$ cat src/hdl/ster_defines.svh
/*
  Constants of the status and service-request block: widths, bit
  positions, reset values and the masks of used bits.
  Assumes inclusion by its bare name from every design file.
*/
`ifndef STER_DEFINES_SVH
`define STER_DEFINES_SVH
`define STER_BYTE_W 8
`define STER_INST_W 15
`define STER_DATA_W 16
`define STER_BYTE_TOP 4'h7
`define STER_INST_TOP 4'hE
`define STER_STD_RESET 8'h80
`define STER_INST_RESET 15'h0000
`define STER_ERR_RESET 8'h00
`define STER_EN_BYTE_RESET 8'h00
`define STER_EN_INST_RESET 15'h0000
`define STER_POLL_RESET 8'h00
`define STER_DATA_RESET 16'h0000
`define STER_STD_USED 8'hFB
`define STER_INST_USED 15'h7FFB
`define STER_ERR_USED 8'hF3
`define STER_SP_REQ_SRC 8'h3C
`define STER_STD_DONE 0
`define STER_STD_INQ 1
`define STER_STD_OUTQ 3
`define STER_STD_EXEC 4
`define STER_STD_UNKNOWN 5
`define STER_STD_PANEL 6
`define STER_STD_POWER 7
`define STER_INST_OUT_A 0
`define STER_INST_OUT_B 1
`define STER_INST_UNLOCK 3
`define STER_INST_RANGE 4
`define STER_INST_SYNC_FREQ 5
`define STER_INST_SYNC_OVL 6
`define STER_INST_STORE 7
`define STER_INST_DATA_A 8
`define STER_INST_DATA_B 9
`define STER_INST_DATA_C 10
`define STER_INST_DATA_D 11
`define STER_INST_CAPTURE 12
`define STER_INST_SWEEP_GO 13
`define STER_INST_SWEEP_END 14
`define STER_ERR_REFCLK 0
`define STER_ERR_BATTERY 1
`define STER_ERR_NET 4
`define STER_ERR_FAST 5
`define STER_ERR_USB_DEV 6
`define STER_ERR_USB_HOST 7
`define STER_SP_ERR 2
`define STER_SP_INST 3
`define STER_SP_OUTPUT 4
`define STER_SP_STD 5
`define STER_SP_REQ 6
`endif

$ cat src/hdl/ster_pkg.sv
/*
  Types of the status and service-request block.
  Assumes the constants header is on the include path.
*/
`include "ster_defines.svh"

package ster_pkg;

  typedef enum logic [2:0] {
    STER_OP_READ_STATUS = 3'h0,
    STER_OP_READ_STATUS_BIT = 3'h1,
    STER_OP_READ_ENABLE = 3'h2,
    STER_OP_READ_ENABLE_BIT = 3'h3,
    STER_OP_WRITE_ENABLE = 3'h4,
    STER_OP_WRITE_ENABLE_BIT = 3'h5,
    STER_OP_CLEAR_ALL = 3'h6,
    STER_OP_MARK_DONE = 3'h7
  } ster_op_t;

  typedef enum logic [1:0] {
    STER_SEL_STD = 2'h0,
    STER_SEL_INST = 2'h1,
    STER_SEL_ERR = 2'h2,
    STER_SEL_POLL = 2'h3
  } ster_sel_t;

  typedef struct packed {
    logic valid;
    ster_op_t op;
    ster_sel_t sel;
    logic [3:0] bit_idx;
    logic [`STER_DATA_W-1:0] data;
  } ster_cmd_t;

  typedef struct packed {
    logic valid;
    logic [`STER_DATA_W-1:0] data;
  } ster_rsp_t;

  typedef struct packed {
    logic valid;
    logic [`STER_BYTE_W-1:0] data;
  } ster_poll_t;

  typedef struct packed {
    logic input_queue_overflow;
    logic output_queue_overflow;
    logic execution_error;
    logic command_unknown;
    logic front_panel_action;
    logic out_chan_a_overload;
    logic out_chan_b_overload;
    logic reference_unlock;
    logic input_range_overload;
    logic sync_freq_out_of_range;
    logic sync_filter_overload;
    logic storage_triggered;
    logic data_chan_a_overload;
    logic data_chan_b_overload;
    logic data_chan_c_overload;
    logic data_chan_d_overload;
    logic capture_done;
    logic sweep_started;
    logic sweep_finished;
    logic ref_clock_fault;
    logic battery_fault;
    logic net_protocol_fault;
    logic fast_transfer_abort;
    logic usb_device_fault;
    logic usb_host_fault;
  } ster_events_t;

  typedef struct packed {
    logic [`STER_BYTE_W-1:0] std_stat;
    logic [`STER_INST_W-1:0] inst_stat;
    logic [`STER_BYTE_W-1:0] err_stat;
    logic [`STER_BYTE_W-1:0] std_en;
    logic [`STER_INST_W-1:0] inst_en;
    logic [`STER_BYTE_W-1:0] err_en;
    logic [`STER_BYTE_W-1:0] poll_en;
    logic [`STER_BYTE_W-1:0] poll_status;
    ster_rsp_t rsp;
    ster_poll_t poll;
    logic queue_flush;
  } ster_state_t;

  typedef struct packed {
    logic [`STER_BYTE_W-1:0] prev;
    logic pending;
  } ster_srq_state_t;

endpackage

$ cat src/hdl/ster_srq_gen.sv
/*
  Service-request generator: edge detection on enabled poll bits
  and the pending request cleared by a bus poll.
  Assumes enabled bits and the poll strobe are synchronous to mclk.
*/
`timescale 1ns/1ns
`include "ster_defines.svh"

module ster_srq_gen
  import ster_pkg::*;
(
  input wire logic mclk,
  input wire logic rst,
  input wire logic [`STER_BYTE_W-1:0] enabled_bits,
  input wire logic bus_poll,
  output logic srq_pending
);

  ster_srq_state_t s_r;
  ster_srq_state_t s_nxt;
  logic rise;

  assign rise = |(enabled_bits & ~s_r.prev);

  always_comb begin
    s_nxt = s_r;
    s_nxt.prev = enabled_bits;
    // New request outranks a poll in the same cycle
    s_nxt.pending = rise | (s_r.pending & ~bus_poll);
  end

  always_ff @(posedge mclk) begin
    if (rst) begin
      s_r.prev <= `STER_POLL_RESET;
      s_r.pending <= 1'b0;
    end else begin
      s_r <= s_nxt;
    end
  end

  assign srq_pending = s_r.pending;

endmodule

$ cat src/hdl/ster_top.sv
/*
  Status and service-request core: three sticky status registers
  with enables, the poll summary byte and the request line.
  Assumes a parser that hands over at most one command per cycle
  and event inputs synchronous to mclk; events may be pulses or
  levels, a level simply keeps its bit set.
*/
`timescale 1ns/1ns
`include "ster_defines.svh"

module ster_top
  import ster_pkg::*;
(
  input wire logic mclk,
  input wire logic rst,
  input wire ster_cmd_t cmd,
  input wire ster_events_t events,
  input wire logic output_pending,
  input wire logic bus_poll,
  output ster_rsp_t rsp,
  output ster_poll_t poll_rsp,
  output logic [`STER_BYTE_W-1:0] poll_status,
  output logic service_request,
  output logic queue_flush
);

  ster_state_t s_r;
  ster_state_t s_nxt;

  logic [`STER_BYTE_W-1:0] std_set;
  logic [`STER_BYTE_W-1:0] std_clr;
  logic [`STER_INST_W-1:0] inst_set;
  logic [`STER_INST_W-1:0] inst_clr;
  logic [`STER_BYTE_W-1:0] err_set;
  logic [`STER_BYTE_W-1:0] err_clr;
  logic [`STER_DATA_W-1:0] clr_mask;
  logic [`STER_DATA_W-1:0] sel_stat;
  logic [`STER_DATA_W-1:0] sel_en;
  logic [`STER_DATA_W-1:0] en_bit_new;
  logic [`STER_BYTE_W-1:0] sp_now;
  logic [`STER_BYTE_W-1:0] sp_req;
  logic cmd_rd_stat;
  logic cmd_rd_stat_bit;
  logic cmd_rd_en;
  logic cmd_rd_en_bit;
  logic cmd_wr_en;
  logic cmd_wr_en_bit;
  logic cmd_clear_all;
  logic cmd_mark_done;
  logic bit_ok;
  logic sum_err;
  logic sum_inst;
  logic sum_std;
  logic srq_query;
  logic srq_pending;

  function automatic logic [`STER_DATA_W-1:0] ster_bit_mask(
    input logic [3:0] idx
  );
    ster_bit_mask = `STER_DATA_W'(1) << idx;
  endfunction

  function automatic logic ster_any(
    input logic [`STER_DATA_W-1:0] stat,
    input logic [`STER_DATA_W-1:0] en
  );
    ster_any = |(stat & en);
  endfunction

  function automatic logic [3:0] ster_top_bit(
    input ster_sel_t sel
  );
    if (sel == STER_SEL_INST) begin
      ster_top_bit = `STER_INST_TOP;
    end else begin
      ster_top_bit = `STER_BYTE_TOP;
    end
  endfunction

  function automatic logic [`STER_DATA_W-1:0] ster_put_bit(
    input logic [`STER_DATA_W-1:0] old,
    input logic [3:0] idx,
    input logic val
  );
    if (val) begin
      ster_put_bit = old | ster_bit_mask(idx);
    end else begin
      ster_put_bit = old & ~ster_bit_mask(idx);
    end
  endfunction

  // Command decode
  assign cmd_rd_stat = cmd.valid && (cmd.op == STER_OP_READ_STATUS);
  assign cmd_rd_stat_bit = cmd.valid && (cmd.op == STER_OP_READ_STATUS_BIT);
  assign cmd_rd_en = cmd.valid && (cmd.op == STER_OP_READ_ENABLE);
  assign cmd_rd_en_bit = cmd.valid && (cmd.op == STER_OP_READ_ENABLE_BIT);
  assign cmd_wr_en = cmd.valid && (cmd.op == STER_OP_WRITE_ENABLE);
  assign cmd_wr_en_bit = cmd.valid && (cmd.op == STER_OP_WRITE_ENABLE_BIT);
  assign cmd_clear_all = cmd.valid && (cmd.op == STER_OP_CLEAR_ALL);
  assign cmd_mark_done = cmd.valid && (cmd.op == STER_OP_MARK_DONE);
  assign bit_ok = cmd.bit_idx <= ster_top_bit(cmd.sel);

  // Summaries from the registered status and enables
  assign sum_err = ster_any({8'h00, s_r.err_stat}, {8'h00, s_r.err_en});
  assign sum_inst = ster_any({1'b0, s_r.inst_stat}, {1'b0, s_r.inst_en});
  assign sum_std = ster_any({8'h00, s_r.std_stat}, {8'h00, s_r.std_en});

  always_comb begin
    sp_now = 8'h00;
    sp_now[`STER_SP_ERR] = sum_err;
    sp_now[`STER_SP_INST] = sum_inst;
    sp_now[`STER_SP_OUTPUT] = output_pending;
    sp_now[`STER_SP_STD] = sum_std;
    sp_req = sp_now & s_r.poll_en & `STER_SP_REQ_SRC;
    srq_query = |sp_req;
    sp_now[`STER_SP_REQ] = srq_query;
  end

  // Standard event sources
  always_comb begin
    std_set = 8'h00;
    std_set[`STER_STD_DONE] = cmd_mark_done;
    std_set[`STER_STD_INQ] = events.input_queue_overflow;
    std_set[`STER_STD_OUTQ] = events.output_queue_overflow;
    std_set[`STER_STD_EXEC] = events.execution_error;
    std_set[`STER_STD_UNKNOWN] = events.command_unknown;
    std_set[`STER_STD_PANEL] = events.front_panel_action;
    std_set = std_set & `STER_STD_USED;
  end

  // Instrument condition sources
  always_comb begin
    inst_set = 15'h0000;
    inst_set[`STER_INST_OUT_A] = events.out_chan_a_overload;
    inst_set[`STER_INST_OUT_B] = events.out_chan_b_overload;
    inst_set[`STER_INST_UNLOCK] = events.reference_unlock;
    inst_set[`STER_INST_RANGE] = events.input_range_overload;
    inst_set[`STER_INST_SYNC_FREQ] = events.sync_freq_out_of_range;
    inst_set[`STER_INST_SYNC_OVL] = events.sync_filter_overload;
    inst_set[`STER_INST_STORE] = events.storage_triggered;
    inst_set[`STER_INST_DATA_A] = events.data_chan_a_overload;
    inst_set[`STER_INST_DATA_B] = events.data_chan_b_overload;
    inst_set[`STER_INST_DATA_C] = events.data_chan_c_overload;
    inst_set[`STER_INST_DATA_D] = events.data_chan_d_overload;
    inst_set[`STER_INST_CAPTURE] = events.capture_done;
    inst_set[`STER_INST_SWEEP_GO] = events.sweep_started;
    inst_set[`STER_INST_SWEEP_END] = events.sweep_finished;
    inst_set = inst_set & `STER_INST_USED;
  end

  // Error sources
  always_comb begin
    err_set = 8'h00;
    err_set[`STER_ERR_REFCLK] = events.ref_clock_fault;
    err_set[`STER_ERR_BATTERY] = events.battery_fault;
    err_set[`STER_ERR_NET] = events.net_protocol_fault;
    err_set[`STER_ERR_FAST] = events.fast_transfer_abort;
    err_set[`STER_ERR_USB_DEV] = events.usb_device_fault;
    err_set[`STER_ERR_USB_HOST] = events.usb_host_fault;
    err_set = err_set & `STER_ERR_USED;
  end

  // Clear masks: whole read, single bit read or clear-all
  always_comb begin
    clr_mask = `STER_DATA_RESET;
    if (cmd_clear_all) begin
      clr_mask = '1;
    end else if (cmd_rd_stat) begin
      clr_mask = '1;
    end else if (cmd_rd_stat_bit && bit_ok) begin
      clr_mask = ster_bit_mask(cmd.bit_idx);
    end
    std_clr = 8'h00;
    inst_clr = 15'h0000;
    err_clr = 8'h00;
    if (cmd_clear_all || (cmd.sel == STER_SEL_STD)) begin
      std_clr = clr_mask[`STER_BYTE_W-1:0];
    end
    if (cmd_clear_all || (cmd.sel == STER_SEL_INST)) begin
      inst_clr = clr_mask[`STER_INST_W-1:0];
    end
    if (cmd_clear_all || (cmd.sel == STER_SEL_ERR)) begin
      err_clr = clr_mask[`STER_BYTE_W-1:0];
    end
  end

  // Register selection for reads and bit writes
  always_comb begin
    sel_stat = `STER_DATA_RESET;
    sel_en = `STER_DATA_RESET;
    if (cmd.sel == STER_SEL_STD) begin
      sel_stat = {8'h00, s_r.std_stat};
      sel_en = {8'h00, s_r.std_en};
    end else if (cmd.sel == STER_SEL_INST) begin
      sel_stat = {1'b0, s_r.inst_stat};
      sel_en = {1'b0, s_r.inst_en};
    end else if (cmd.sel == STER_SEL_ERR) begin
      sel_stat = {8'h00, s_r.err_stat};
      sel_en = {8'h00, s_r.err_en};
    end else begin
      sel_stat = {8'h00, sp_now};
      sel_en = {8'h00, s_r.poll_en};
    end
    en_bit_new = ster_put_bit(sel_en, cmd.bit_idx, cmd.data[0]);
  end

  always_comb begin
    s_nxt = s_r;
    s_nxt.rsp.valid = 1'b0;
    s_nxt.poll.valid = 1'b0;
    s_nxt.poll_status = sp_now;
    // Sticky status; an event in the clearing cycle survives
    s_nxt.std_stat = (s_r.std_stat & ~std_clr) | std_set;
    s_nxt.inst_stat = (s_r.inst_stat & ~inst_clr) | inst_set;
    s_nxt.err_stat = (s_r.err_stat & ~err_clr) | err_set;
    s_nxt.queue_flush = events.input_queue_overflow | events.output_queue_overflow;
    if (cmd_rd_stat) begin
      s_nxt.rsp.valid = 1'b1;
      s_nxt.rsp.data = sel_stat;
    end else if (cmd_rd_stat_bit) begin
      s_nxt.rsp.valid = 1'b1;
      s_nxt.rsp.data = {15'h0000, bit_ok && ster_any(sel_stat, ster_bit_mask(cmd.bit_idx))};
    end else if (cmd_rd_en) begin
      s_nxt.rsp.valid = 1'b1;
      s_nxt.rsp.data = sel_en;
    end else if (cmd_rd_en_bit) begin
      s_nxt.rsp.valid = 1'b1;
      s_nxt.rsp.data = {15'h0000, bit_ok && ster_any(sel_en, ster_bit_mask(cmd.bit_idx))};
    end else if (cmd_wr_en) begin
      if (cmd.sel == STER_SEL_STD) begin
        s_nxt.std_en = cmd.data[`STER_BYTE_W-1:0];
      end else if (cmd.sel == STER_SEL_INST) begin
        s_nxt.inst_en = cmd.data[`STER_INST_W-1:0];
      end else if (cmd.sel == STER_SEL_ERR) begin
        s_nxt.err_en = cmd.data[`STER_BYTE_W-1:0];
      end else begin
        s_nxt.poll_en = cmd.data[`STER_BYTE_W-1:0];
      end
    end else if (cmd_wr_en_bit && bit_ok) begin
      if (cmd.sel == STER_SEL_STD) begin
        s_nxt.std_en = en_bit_new[`STER_BYTE_W-1:0];
      end else if (cmd.sel == STER_SEL_INST) begin
        s_nxt.inst_en = en_bit_new[`STER_INST_W-1:0];
      end else if (cmd.sel == STER_SEL_ERR) begin
        s_nxt.err_en = en_bit_new[`STER_BYTE_W-1:0];
      end else begin
        s_nxt.poll_en = en_bit_new[`STER_BYTE_W-1:0];
      end
    end
    // Bus poll: summaries as they stand, bit 6 is the pending request
    if (bus_poll) begin
      s_nxt.poll.valid = 1'b1;
      s_nxt.poll.data = sp_now;
      s_nxt.poll.data[`STER_SP_REQ] = srq_pending;
    end
  end

  always_ff @(posedge mclk) begin
    if (rst) begin
      s_r.std_stat <= `STER_STD_RESET;
      s_r.inst_stat <= `STER_INST_RESET;
      s_r.err_stat <= `STER_ERR_RESET;
      s_r.std_en <= `STER_EN_BYTE_RESET;
      s_r.inst_en <= `STER_EN_INST_RESET;
      s_r.err_en <= `STER_EN_BYTE_RESET;
      s_r.poll_en <= `STER_POLL_RESET;
      s_r.poll_status <= `STER_POLL_RESET;
      s_r.rsp.valid <= 1'b0;
      s_r.rsp.data <= `STER_DATA_RESET;
      s_r.poll.valid <= 1'b0;
      s_r.poll.data <= `STER_POLL_RESET;
      s_r.queue_flush <= 1'b0;
    end else begin
      s_r <= s_nxt;
    end
  end

  ster_srq_gen u_srq (
    .mclk(mclk),
    .rst(rst),
    .enabled_bits(sp_req),
    .bus_poll(bus_poll),
    .srq_pending(srq_pending)
  );

  assign rsp = s_r.rsp;
  assign poll_rsp = s_r.poll;
  assign poll_status = s_r.poll_status;
  assign service_request = srq_pending;
  assign queue_flush = s_r.queue_flush;

endmodule

$ cat config.mk
export PLATFORM = sky130hd
export DESIGN_NAME = ster_top
export DESIGN_NICKNAME = d
export VERILOG_FILES = /design/src/hdl/ster_pkg.sv /design/src/hdl/ster_srq_gen.sv /design/src/hdl/ster_top.sv
export VERILOG_INCLUDE_DIRS = /design/src /design/src/hdl
export SDC_FILE = /design/constraint.sdc
export NUM_CORES = 1
export LEC_CHECK = 0
export BUFFER_PORTS_ARGS = -buffer_cell sky130_fd_sc_hd__buf_2
export CAP_MARGIN = 20
export CORE_MARGIN = 2
export CORE_UTILIZATION = 53
export CTS_BUF_LIST = sky130_fd_sc_hd__clkbuf_4 sky130_fd_sc_hd__clkbuf_8
export CTS_CLUSTER_SIZE = 10
export DETAILED_ROUTE_END_ITERATION = 12
export PLACE_DENSITY = 0.78
export SYNTH_ARGS = -nofsm -noshare
export SYNTH_HDL_FRONTEND = slang
export SYNTH_SLANG_ARGS = --single-unit
export TNS_END_PERCENT = 1
$ cat constraint.sdc
create_clock -name mclk -period 2.6 [get_ports mclk]
set_input_delay 0.39 -clock mclk [delete_from_list [all_inputs] [get_ports mclk]]
set_output_delay 0.39 -clock mclk [all_outputs]
set_load 0.02 [all_outputs]
==> results by stage, run 1 <==
CTS:
- After clock tree synthesis, the clock-pin slew on the worst setup and hold paths is 110 ps.
- CTS built an H-tree with a depth of 3.
- The count of hold buffers inserted by post-cts repair is 0.
- In this run the deepest clock path goes through 2 buffers.
- The buffer cell driving the clock tree root is clkbuf_8.
- Gates resized during post-CTS repair numbered 0.
- The post-CTS setup buffer count is 0.
- Clock latency on the worst-skew pair, taken at its later pin, is 390 ps.
- The number of buffers created by CTS is 9.
- The clock net sink count is between 100 and 150.
- TritonCTS built the clock tree.

Logic synthesis:
- The mux cell area share after synthesis is 0.0630.
- The synthesized instance count is 692.
- The commonest cells after synthesis are dfxtp_1, nor2_1, a21oi_1.
- For this run, asynchronously set or reset flops after synthesis account for 0.
- The synthesized design contains 0 enable-type register cells.
- The netlist area before placement is ~5600 µm².
- The number of warnings issued by yosys is 0.
- By area, the combinational part of the netlist is dominated by compound AO/OA/AOI/OAI gates.
- The synthesized-area fraction occupied by ao, oa, aoi and oai cells is 0.249.
- By area the synthesized netlist is led by dfxtp_1, mux2i_1, nor2_1.
- The adder and majority gate portion of the synthesized area is 0.0111.
- The XOR/XNOR share of the synthesized area is 0.00156.
- The dominant synthesized flop cell is dfxtp_1.
- The average footprint of a synthesized cell is 8.12 µm².
- Of the post-synthesis cell area, the dominant cell type holds 0.367.
- The count of different cell masters after synthesis is 55.
- The post-synthesis sequential element count is 103.
- dfxtp_1 takes more of the synthesized area than any other cell.
- The share of the Yosys chip area taken by registers is 0.367.
- Of the total synthesized cell area, the portion taken by AND, OR, NAND and NOR gates is 0.195.
- The most common cell in the synthesized netlist is dfxtp_1.

STA:
- The worst pin sits at a relative slew slack of 0.287.
- The number of endpoints with negative hold slack in the final report is 0.
- Setup violations remaining at the end of the flow were counted as 0.
- Setup repair after global routing left no endpoint under its margin.
- Based on the critical path, the design can be clocked at up to 0.412 GHz.
- Across the routed clock network, the largest skew measured is between 7 and 8 ps.
- Of the available clock period, the critical path in the final layout requires 0.933.
- The setup slack after layout is 173 ps.
- The worst path in the final design needs a cycle of roughly 2400 ps, including I/O delays and setup.
- The total count of max-transition violations in the final report is 0.
- For the pin with the worst max-slew slack, the measured transition is 1070 ps.

Finish:
- The post-route standard cell area excluding fillers is 6430 µm².
- The net total in the final layout is approximately 830.
- The count of antenna diodes in the layout is 0.
- The number of non-filler instances in the completed layout is 907.
- The proportion of layout cells with a drive suffix above 1 is 0.214.
- The synthesis-to-layout area growth is 14.5%.
- Fill cells in the final layout number about 960.

Die:
- The die boundary height is 107 µm.
- The die width is 107 µm.
- For this configuration, the core starts out at a cell density of 0.545.
- The overall die area is 11400 µm².
- The floorplan has 37 rows.
- The core region is 10300 µm².
- For this design the top-level I/O count stands at slightly above 90.

Critical path:
- In this design, the largest share of critical-path delay is due to buffers and inverters.
- The critical path launch point type is an input port.
- Of all nets on the critical path, the largest fanout is 19.
- The delay contributed by the slowest stage of the critical path is 280 ps.
- The arrival time at the worst endpoint is 2730 ps.
- STA classifies the critical path endpoint as a register.
- Traced cell by cell, the critical path runs through buf_2, inv_1, ha_1, inv_1, ha_1, and4b_1, o21a_4, a211oi_4, buf_4, buf_4, and2_1, buf_12, nor2_1, a211oi_1.
- The depth of the worst register-to-register path is 6.
- The critical path data required time is 2900 ps.
- In this run the number of cells on the critical path is 14.
- The setup path with the least slack is of type input port to register.
- The slowest stage cell on the critical path is ha_1.
- The combined buffer and inverter count along the critical path is 6.

Route:
- Dividing the detail-routed via count by the number of cells gives a little over 6.
- The via count is 5514.
- The sum of routed wire length over all layers is 18600 µm.
- The per-cell routed wire length is 20.5 µm.
- Before antenna repair, the detailed router went through 6 iterations.
- The detail route stage leaves a number of antenna-violating nets equal to 0.
- The count of routing violations after the opening detailed-route iteration is 546.
- After detailed routing, the number of remaining DRC violations is 0.

Placed design:
- Before CTS, the worst setup slack after placement is -219 ps.
- The final RePlAce weighted congestion is 0.985.
- The post-detailed-placement half-perimeter wirelength is 14300 µm.
- Counting tap cells, the placed design contains a total of 891 instances.
- The count of input and output buffers is roughly 80.
- Once placement finished, the instance area stood at 6240 µm².

Power:
- For this design the static power due to leakage is 0.00268 µW.
- In this run the power density over the cells is between 500 and 600 nW/µm².
- The maximum resistive drop on vdd is 0.000323 V.

Job:
- Across the run, the number of max-cap violations was 0.

GRT:
- The initial antenna violation count is 0.
- The first global-routing pass estimated around 28000 µm of wire.
- The total global-route track usage is 0.331.
- The largest net degree at the start of global routing is 95.
- Global routing finished with a remaining overflow of 0.
- The number of global-route vias before repair is 5252.

Status:
- The run finished with clean final reports.

Worst hold path:
- The tightest min-delay check is of the input port to register type.
- Along the worst hold path, the cell count comes to 3.
-- layout make-up --
| cell class | count | area (µm²) | share of cell area |
|---|---|---|---|
| timing repair buffer | 139 | 913 | 0.142 |
| tap | 136 | 170 | 0.0264 |
| inverter | 39 | 146 | 0.0227 |
| clock buffer | 10 | 138 | 0.0214 |
| sequential | 103 | 2060 | 0.320 |
| clock inverter | 6 | 55.1 | 0.00856 |
| multi-input combinational | 474 | 2950 | 0.458 |
-- layout by cell type, fill, tap and decap left out, types with 3 or more instances in the layout --
cell / count
dfxtp_1: 103
buf_2: 82
nor2_1: 80
a21oi_1: 57
buf_4: 51
o21ai_0: 40
inv_1: 39
nand2_1: 36
mux2i_1: 32
a22oi_1: 22
nand3_1: 21
a211oi_1: 18
nor2b_1: 17
o211ai_1: 16
nor3_1: 13
nand2b_1: 11
nor3b_1: 11
a31oi_1: 10
clkbuf_8: 10
and2_1: 9
a222oi_1: 8
conb_1: 7
a221oi_1: 6
nand4_1: 6
buf_12: 6
o31ai_1: 5
ha_1: 5
nand3b_1: 4
o221ai_1: 4
o211a_1: 4
a211oi_2: 4
o41ai_1: 3
-- state kept, by name, indices dropped and copies added, names as in the netlist --
name	flops
poll_status	5
queue_flush	1
u_srq.srq_pending	1
poll_rsp	6
u_srq.s_r	4
s_r	70
rsp	16
-- cell families (layout without fill, tap and decap cells) --
group                    after synthesis  in the layout
buffers and inverters                121            194
flip-flops                           103            103
other                                  1              7
AO/OA/AOI/OAI                        208            208
AND/OR/NAND/NOR                      219            219
XOR/XNOR                               1              1
multiplexers                          34             34
adder cells (fa/ha/maj)                5              5
-- worst min-delay path, delay by kind of cell --
kind | cells | cell delay [ps]
buffers and inverters | 2 | 130
AOI/OAI and AO/OA | 1 | 50
-- metal layers --
layer	vias to the layer above	track usage	routed length (µm)
met5	-	0	0
met4	0	0.135	561
met3	42	0.0705	1670
met2	277	0.497	8200
met1	2601	0.461	8170
li1	2594	-	-
-- stage by stage --
step / TNS [ps] / total power [µW] / hold WS [ps] / utilization
after floorplan: 0 / 2030 / 432 / -
after global placement: -4150 / 2240 / 438 / 0.605
after detailed placement: -8990 / 2250 / 450 / 0.605
after CTS: 0 / 3230 / 209 / 0.623
after global routing: 0 / 3350 / 223 / 0.623
final: 0 / 3240 / 217 / 0.623
-- final timing paths --
kind                             from                   end  slack [ps]
setup / recovery              cmd[21]  s_r[52]$_SDFFE_PP0P_         170
hold / removal             events[11]    s_r[91]$_SDFF_PP0_         220
setup reg to reg   s_r[84]$_SDFF_PP0_   rsp[0]$_SDFFE_PP0N_         310
hold reg to reg   rsp[5]$_SDFFE_PP0N_   rsp[5]$_SDFFE_PP0N_         470
-- power by group --
part / leakage, µW / internal (µW) / total (µW) / switching, µW
logic: 0.00175 / 209 / 556 / 348
registers: 0.000841 / 1630 / 1680 / 50.1
clock network: 0.0000956 / 388 / 1010 / 619
total: 0.00268 / 2220 / 3240 / 1020
Note: power is estimated with default switching activity, not from simulation.
==> run 2, diff against run 1 <==
Settings changed: ABC_AREA from default to 1, PLACE_DENSITY 0.78 to 0.77.
==> results by stage, run 2 <==
STA:
- The total count of max-transition violations in the final report is 0 (unchanged).
- The number of endpoints with negative hold slack in the final report is 0 (unchanged).
- The setup TNS came to 0 ps (unchanged).
- The worst clock skew on the final layout is 10.5 ps (was 7.24 ps).
- The final hold slack is 222 ps (was 217 ps).
- The post-route fraction of the period consumed by the critical path is 0.879 (was 0.933).
- The minimum clock period is 2290 ps (was 2430 ps).
- The highest clock frequency the design can meet came to 0.438 GHz (was 0.412 GHz).
- The number of endpoints failing setup at the final stage is 0 (unchanged).
- The worst-case headroom to the max-slew limit is 0.408 (was 0.287).
- The transition time of the tightest slew-check pin is 888 ps (was 1070 ps).
- Setup repair after global routing missed its margin: false (unchanged).

Job:
- The number of violations of the max-capacitance limit is 0 (unchanged).

GRT:
- The initial antenna violation count is 0 (unchanged).
- The largest net degree at the start of global routing came to 76 (was 95).
- The number of global-route vias before repair was 5243 (was 5252).
- The global-route wire length before repair was 27100 µm (was 28400 µm).
- The total global-route track usage is 0.300 (was 0.331).
- The total congestion overflow after global routing was 0 (unchanged).

Route:
- The antenna violation net count after detailed routing is 0 (unchanged).
- The count of routing violations after the opening detailed-route iteration is 587 (was 546).
- The via-per-instance ratio is 5.46 (was 6.08).
- The post-route DRC violation count is 0 (unchanged).
- The via count is 5869 (was 5514).
- The per-cell routed wire length was 15.7 µm (was 20.5 µm).
- The count of TritonRoute iterations in the first routing pass is 5 (was 6).
- The sum of routed wire length over all layers is 16900 µm (was 18600 µm).

Logic synthesis:
- The adder and majority gate portion of the synthesized area was 0.0109 (was 0.0111).
- The portion of the post-synthesis area used by sequential elements came to 0.358 (was 0.367).
- Ranking of synthesized cells by instance count: nand2_1, nor2_1, dfxtp_1 (was dfxtp_1, nor2_1, a21oi_1).
- The count of different cell masters after synthesis was 34 (was 55).
- The synthesized-area fraction occupied by ao, oa, aoi and oai cells is 0.191 (was 0.249).
- The average footprint of a synthesized cell is 6.53 µm² (was 8.12 µm²).
- The post-synthesis sequential element count is 103 (unchanged).
- The post-synthesis cell type with the largest combined area is dfxtp_1 (unchanged).
- The number of warnings issued by yosys is 0 (unchanged).
- Cell types occupying the most area after synthesis: dfxtp_1, nand2_1, nor2_1 (was dfxtp_1, mux2i_1, nor2_1).
- The dominant combinational cell family by area after synthesis is simple AND/OR/NAND/NOR gates (was compound AO/OA/AOI/OAI gates).
- The simple-gate area share of the yosys netlist was 0.292 (was 0.195).
- The synthesized instance count is 882 (was 692).
- The area share of the largest cell type after synthesis came to 0.358 (was 0.367).
- The XOR/XNOR share of the synthesized area is 0 (was 0.00156).
- The async set or reset register ratio after synthesis is 0 (unchanged).
- The mux cell area share after synthesis is 0 (was 0.0630).
- The number of flops mapped to enable cells by yosys is 0 (unchanged).
- The netlist area before placement is 5760 µm² (was 5620 µm²).
- The leading cell type by number of instances after synthesis is nand2_1 (was dfxtp_1).
- The dominant synthesized flop cell is dfxtp_1 (unchanged).

Critical path:
- The reg-to-reg setup timing slack is 520 ps (was 310 ps).
- The depth of the worst register-to-register path is 10 (was 6).
- The combined buffer and inverter count along the critical path is 5 (was 6).
- The slowest stage cell on the critical path is nor2_1 (was ha_1).
- The reg-to-reg critical path endpoint is rsp[6]$_SDFFE_PP0N_ (was rsp[0]$_SDFFE_PP0N_).
- The critical path data required time was 2870 ps (was 2900 ps).
- The most numerous cell type found on the critical path is nand2_1.
- The type of the setup path with the least slack is input port to register (unchanged).
- The highest fanout seen on the critical path is 13 (was 19).
- The delay contributed by the slowest stage of the critical path came to 600 ps (was 280 ps).
- The critical path launch point type was an input port (unchanged).
- The arrival time at the worst endpoint came to 2550 ps (was 2730 ps).
- The critical path's top delay family is simple AND/OR/NAND/NOR gates (was buffers and inverters).
- Cell-by-cell trace of the critical path: buf_2, inv_1, ha_1, inv_2, ha_1, nand2_1, inv_1, nand2_1, nand2_1, nand2_1, a21oi_2, nor2_1, inv_1, o21ai_0, a21oi_1 (was buf_2, inv_1, ha_1, inv_1, ha_1, and4b_1, o21a_4, a211oi_4, buf_4, buf_4, and2_1, buf_12, nor2_1, a211oi_1).
- The total number of cells along the worst setup path is 15 (was 14).
- The worst flop-to-flop path startpoint is s_r[88]$_SDFF_PP0_ (was s_r[84]$_SDFF_PP0_).
- The kind of capture point of the worst setup path was a register (unchanged).

Power:
- The switching share of power is 0.312 (was 0.314).
- The power density over the cells is 511 nW/µm² (was 503 nW/µm²).
- The share of total power in sequential cells is 0.526 (was 0.517).
- The maximum resistive drop on vdd is 0.000303 V (was 0.000323 V).
- The leakage power is 0.00289 µW (was 0.00268 µW).
- The final total power is 3190 µW (was 3240 µW).
- The proportion of power drawn by combinational gates was 0.157 (was 0.172).
- The part of the power in the clock network came to 0.318 (was 0.311).
- The switching component of the power is 994 µW (was 1020 µW).
- The cell-internal power was 2190 µW (was 2220 µW).

Die:
- The boundary pin count came to 91 (unchanged).
- The area inside the core boundary came to 10700 µm² (was 10300 µm²).
- The overall die area was 11700 µm² (was 11400 µm²).
- The effective utilization at floorplan is 0.538 (was 0.545).
- The die width is 108 µm (was 107 µm).
- The placement row count is 38 (was 37).
- The die boundary height is 108 µm (was 107 µm).

Finish:
- The proportion of layout cells with a drive suffix above 1 came to 0.147 (was 0.214).
- The net total in the final layout was 990 (was 826).
- The count of antenna diodes in the layout is 0 (unchanged).
- The largest register by flop count is s_r (unchanged).
- The synthesis-to-layout area growth is 8.37% (was 14.5%).
- The flip-flop count of the largest register after layout is 70 (unchanged).
- The post-route standard cell area excluding fillers is 6240 µm² (was 6430 µm²).
- The most common library cell in the layout ignoring fill and taps is nand2_1 (was dfxtp_1).
- The number of filler instances in the final layout is 1101 (was 956).
- Commonest non-fill, non-tap cells in the layout: nand2_1, nor2_1, dfxtp_1, inv_1, buf_2 (was dfxtp_1, buf_2, nor2_1, a21oi_1, buf_4).

CTS:
- The number of buffers created by CTS is 9 (unchanged).
- The post-CTS setup buffer count is 0 (unchanged).
- The clock net sink count is 103 (unchanged).
- The count of hold buffers inserted by post-cts repair was 0 (unchanged).
- The insertion delay of the later-clocked pin in the worst-skew pair is 370 ps (was 390 ps).
- The buffer cell driving the clock tree root is clkbuf_8 (unchanged).
- The clock tree from TritonCTS was built (unchanged).
- The deepest level of the CTS H-tree is 3 (unchanged).
- The maximum buffer depth of the clock tree came to 2 (unchanged).
- The number of cells upsized or downsized after cts is 0 (unchanged).
- The clock transition at the registers of the reported paths is 100 ps (was 110 ps).

Status:
- Outcome: complete, no violations (unchanged).

Placed design:
- The count of input and output buffers was 82 (unchanged).
- The post-detailed-placement half-perimeter wirelength is 12700 µm (was 14300 µm).
- The final RePlAce weighted congestion is 0.991 (was 0.985).
- The instance area at placement is 6040 µm² (was 6240 µm²).

Worst hold path:
- The launch instance of the worst min-delay path is events[10] (was events[11]).
- The destination of the worst hold path is s_r[92]$_SDFF_PP0_ (was s_r[91]$_SDFF_PP0_).
- The worst hold path stage count is 3 (unchanged).
- The type of the worst min-delay path is input port to register (unchanged).
==> run 2: layer usage <==
metal,track usage,share of wire,up-vias
met3,0.0663,0.11,30
met4,0.0870,0.021,0
met1,0.437,0.45,2634
met2,0.443,0.42,307
li1,-,-,2898
met5,0,0,-
==> run 2: cell type report <==
class | count | area (µm²) | area share
Clock buffer | 11 | 145 | 0.0233
Clock inverter | 5 | 48.8 | 0.00782
Inverter | 95 | 358 | 0.0574
Multi-Input combinational cell | 618 | 2870 | 0.460
Sequential cell | 103 | 2060 | 0.331
Tap cell | 140 | 175 | 0.0281
Timing Repair Buffer | 103 | 581 | 0.0931
==> run 2: power by group through the flow <==
| stage | Sequential [µW] | Combinational [µW] | Clock [µW] |
|---|---|---|---|
| 2_1_floorplan | 1690 | 342 | 0 |
| 3_3_place_gp | 1710 | 482 | 0 |
| 3_5_place_dp | 1710 | 485 | 0 |
| 4_1_cts | 1670 | 488 | 1020 |
| 5_1_grt | 1680 | 550 | 1090 |
| 6_report | 1680 | 499 | 1010 |
==> run 2: cells by family (layout without fill, tap and decap cells) <==
kind of cell               count (synthesis)  in the layout
and+or+nand+nor                          413            413
AOI/OAI and AO/OA                        193            193
buffers and inverters                    167            214
DFF                                      103            103
adders and majority gates                  5              5
other                                      1              7
==> run 2: through the flow <==
step / setup slack (ps) / utilization / cells
after CTS: 349 / 0.583 / 1075
after detailed placement: -33.2 / 0.565 / 1059
final: 315 / 0.583 / 1075
after global routing: 27.3 / 0.583 / 1075
after global placement: 19.4 / 0.565 / 1059
after floorplan: 201 / - / 888
==> run 2: how the worst max path moves through the flow <==
| stage | start | end | slack [ps] |
|---|---|---|---|
| finish | cmd[21] | s_r[73]$_SDFFE_PP0P_ | 310 |
| global route | cmd[21] | s_r[73]$_SDFFE_PP0P_ | 30 |
| CTS | cmd[21] | s_r[73]$_SDFFE_PP0P_ | 350 |
| detailed placement | cmd[21] | s_r[73]$_SDFFE_PP0P_ | -30 |
| global placement | cmd[21] | s_r[73]$_SDFFE_PP0P_ | 20 |
| floorplan | cmd[21] | s_r[102]$_SDFF_PP0_ | 200 |
==> run 2: tightest hold or removal path, stage by stage <==
cell and delay (ps):
buf_2 80, a21oi_1 30, nor2_1 70
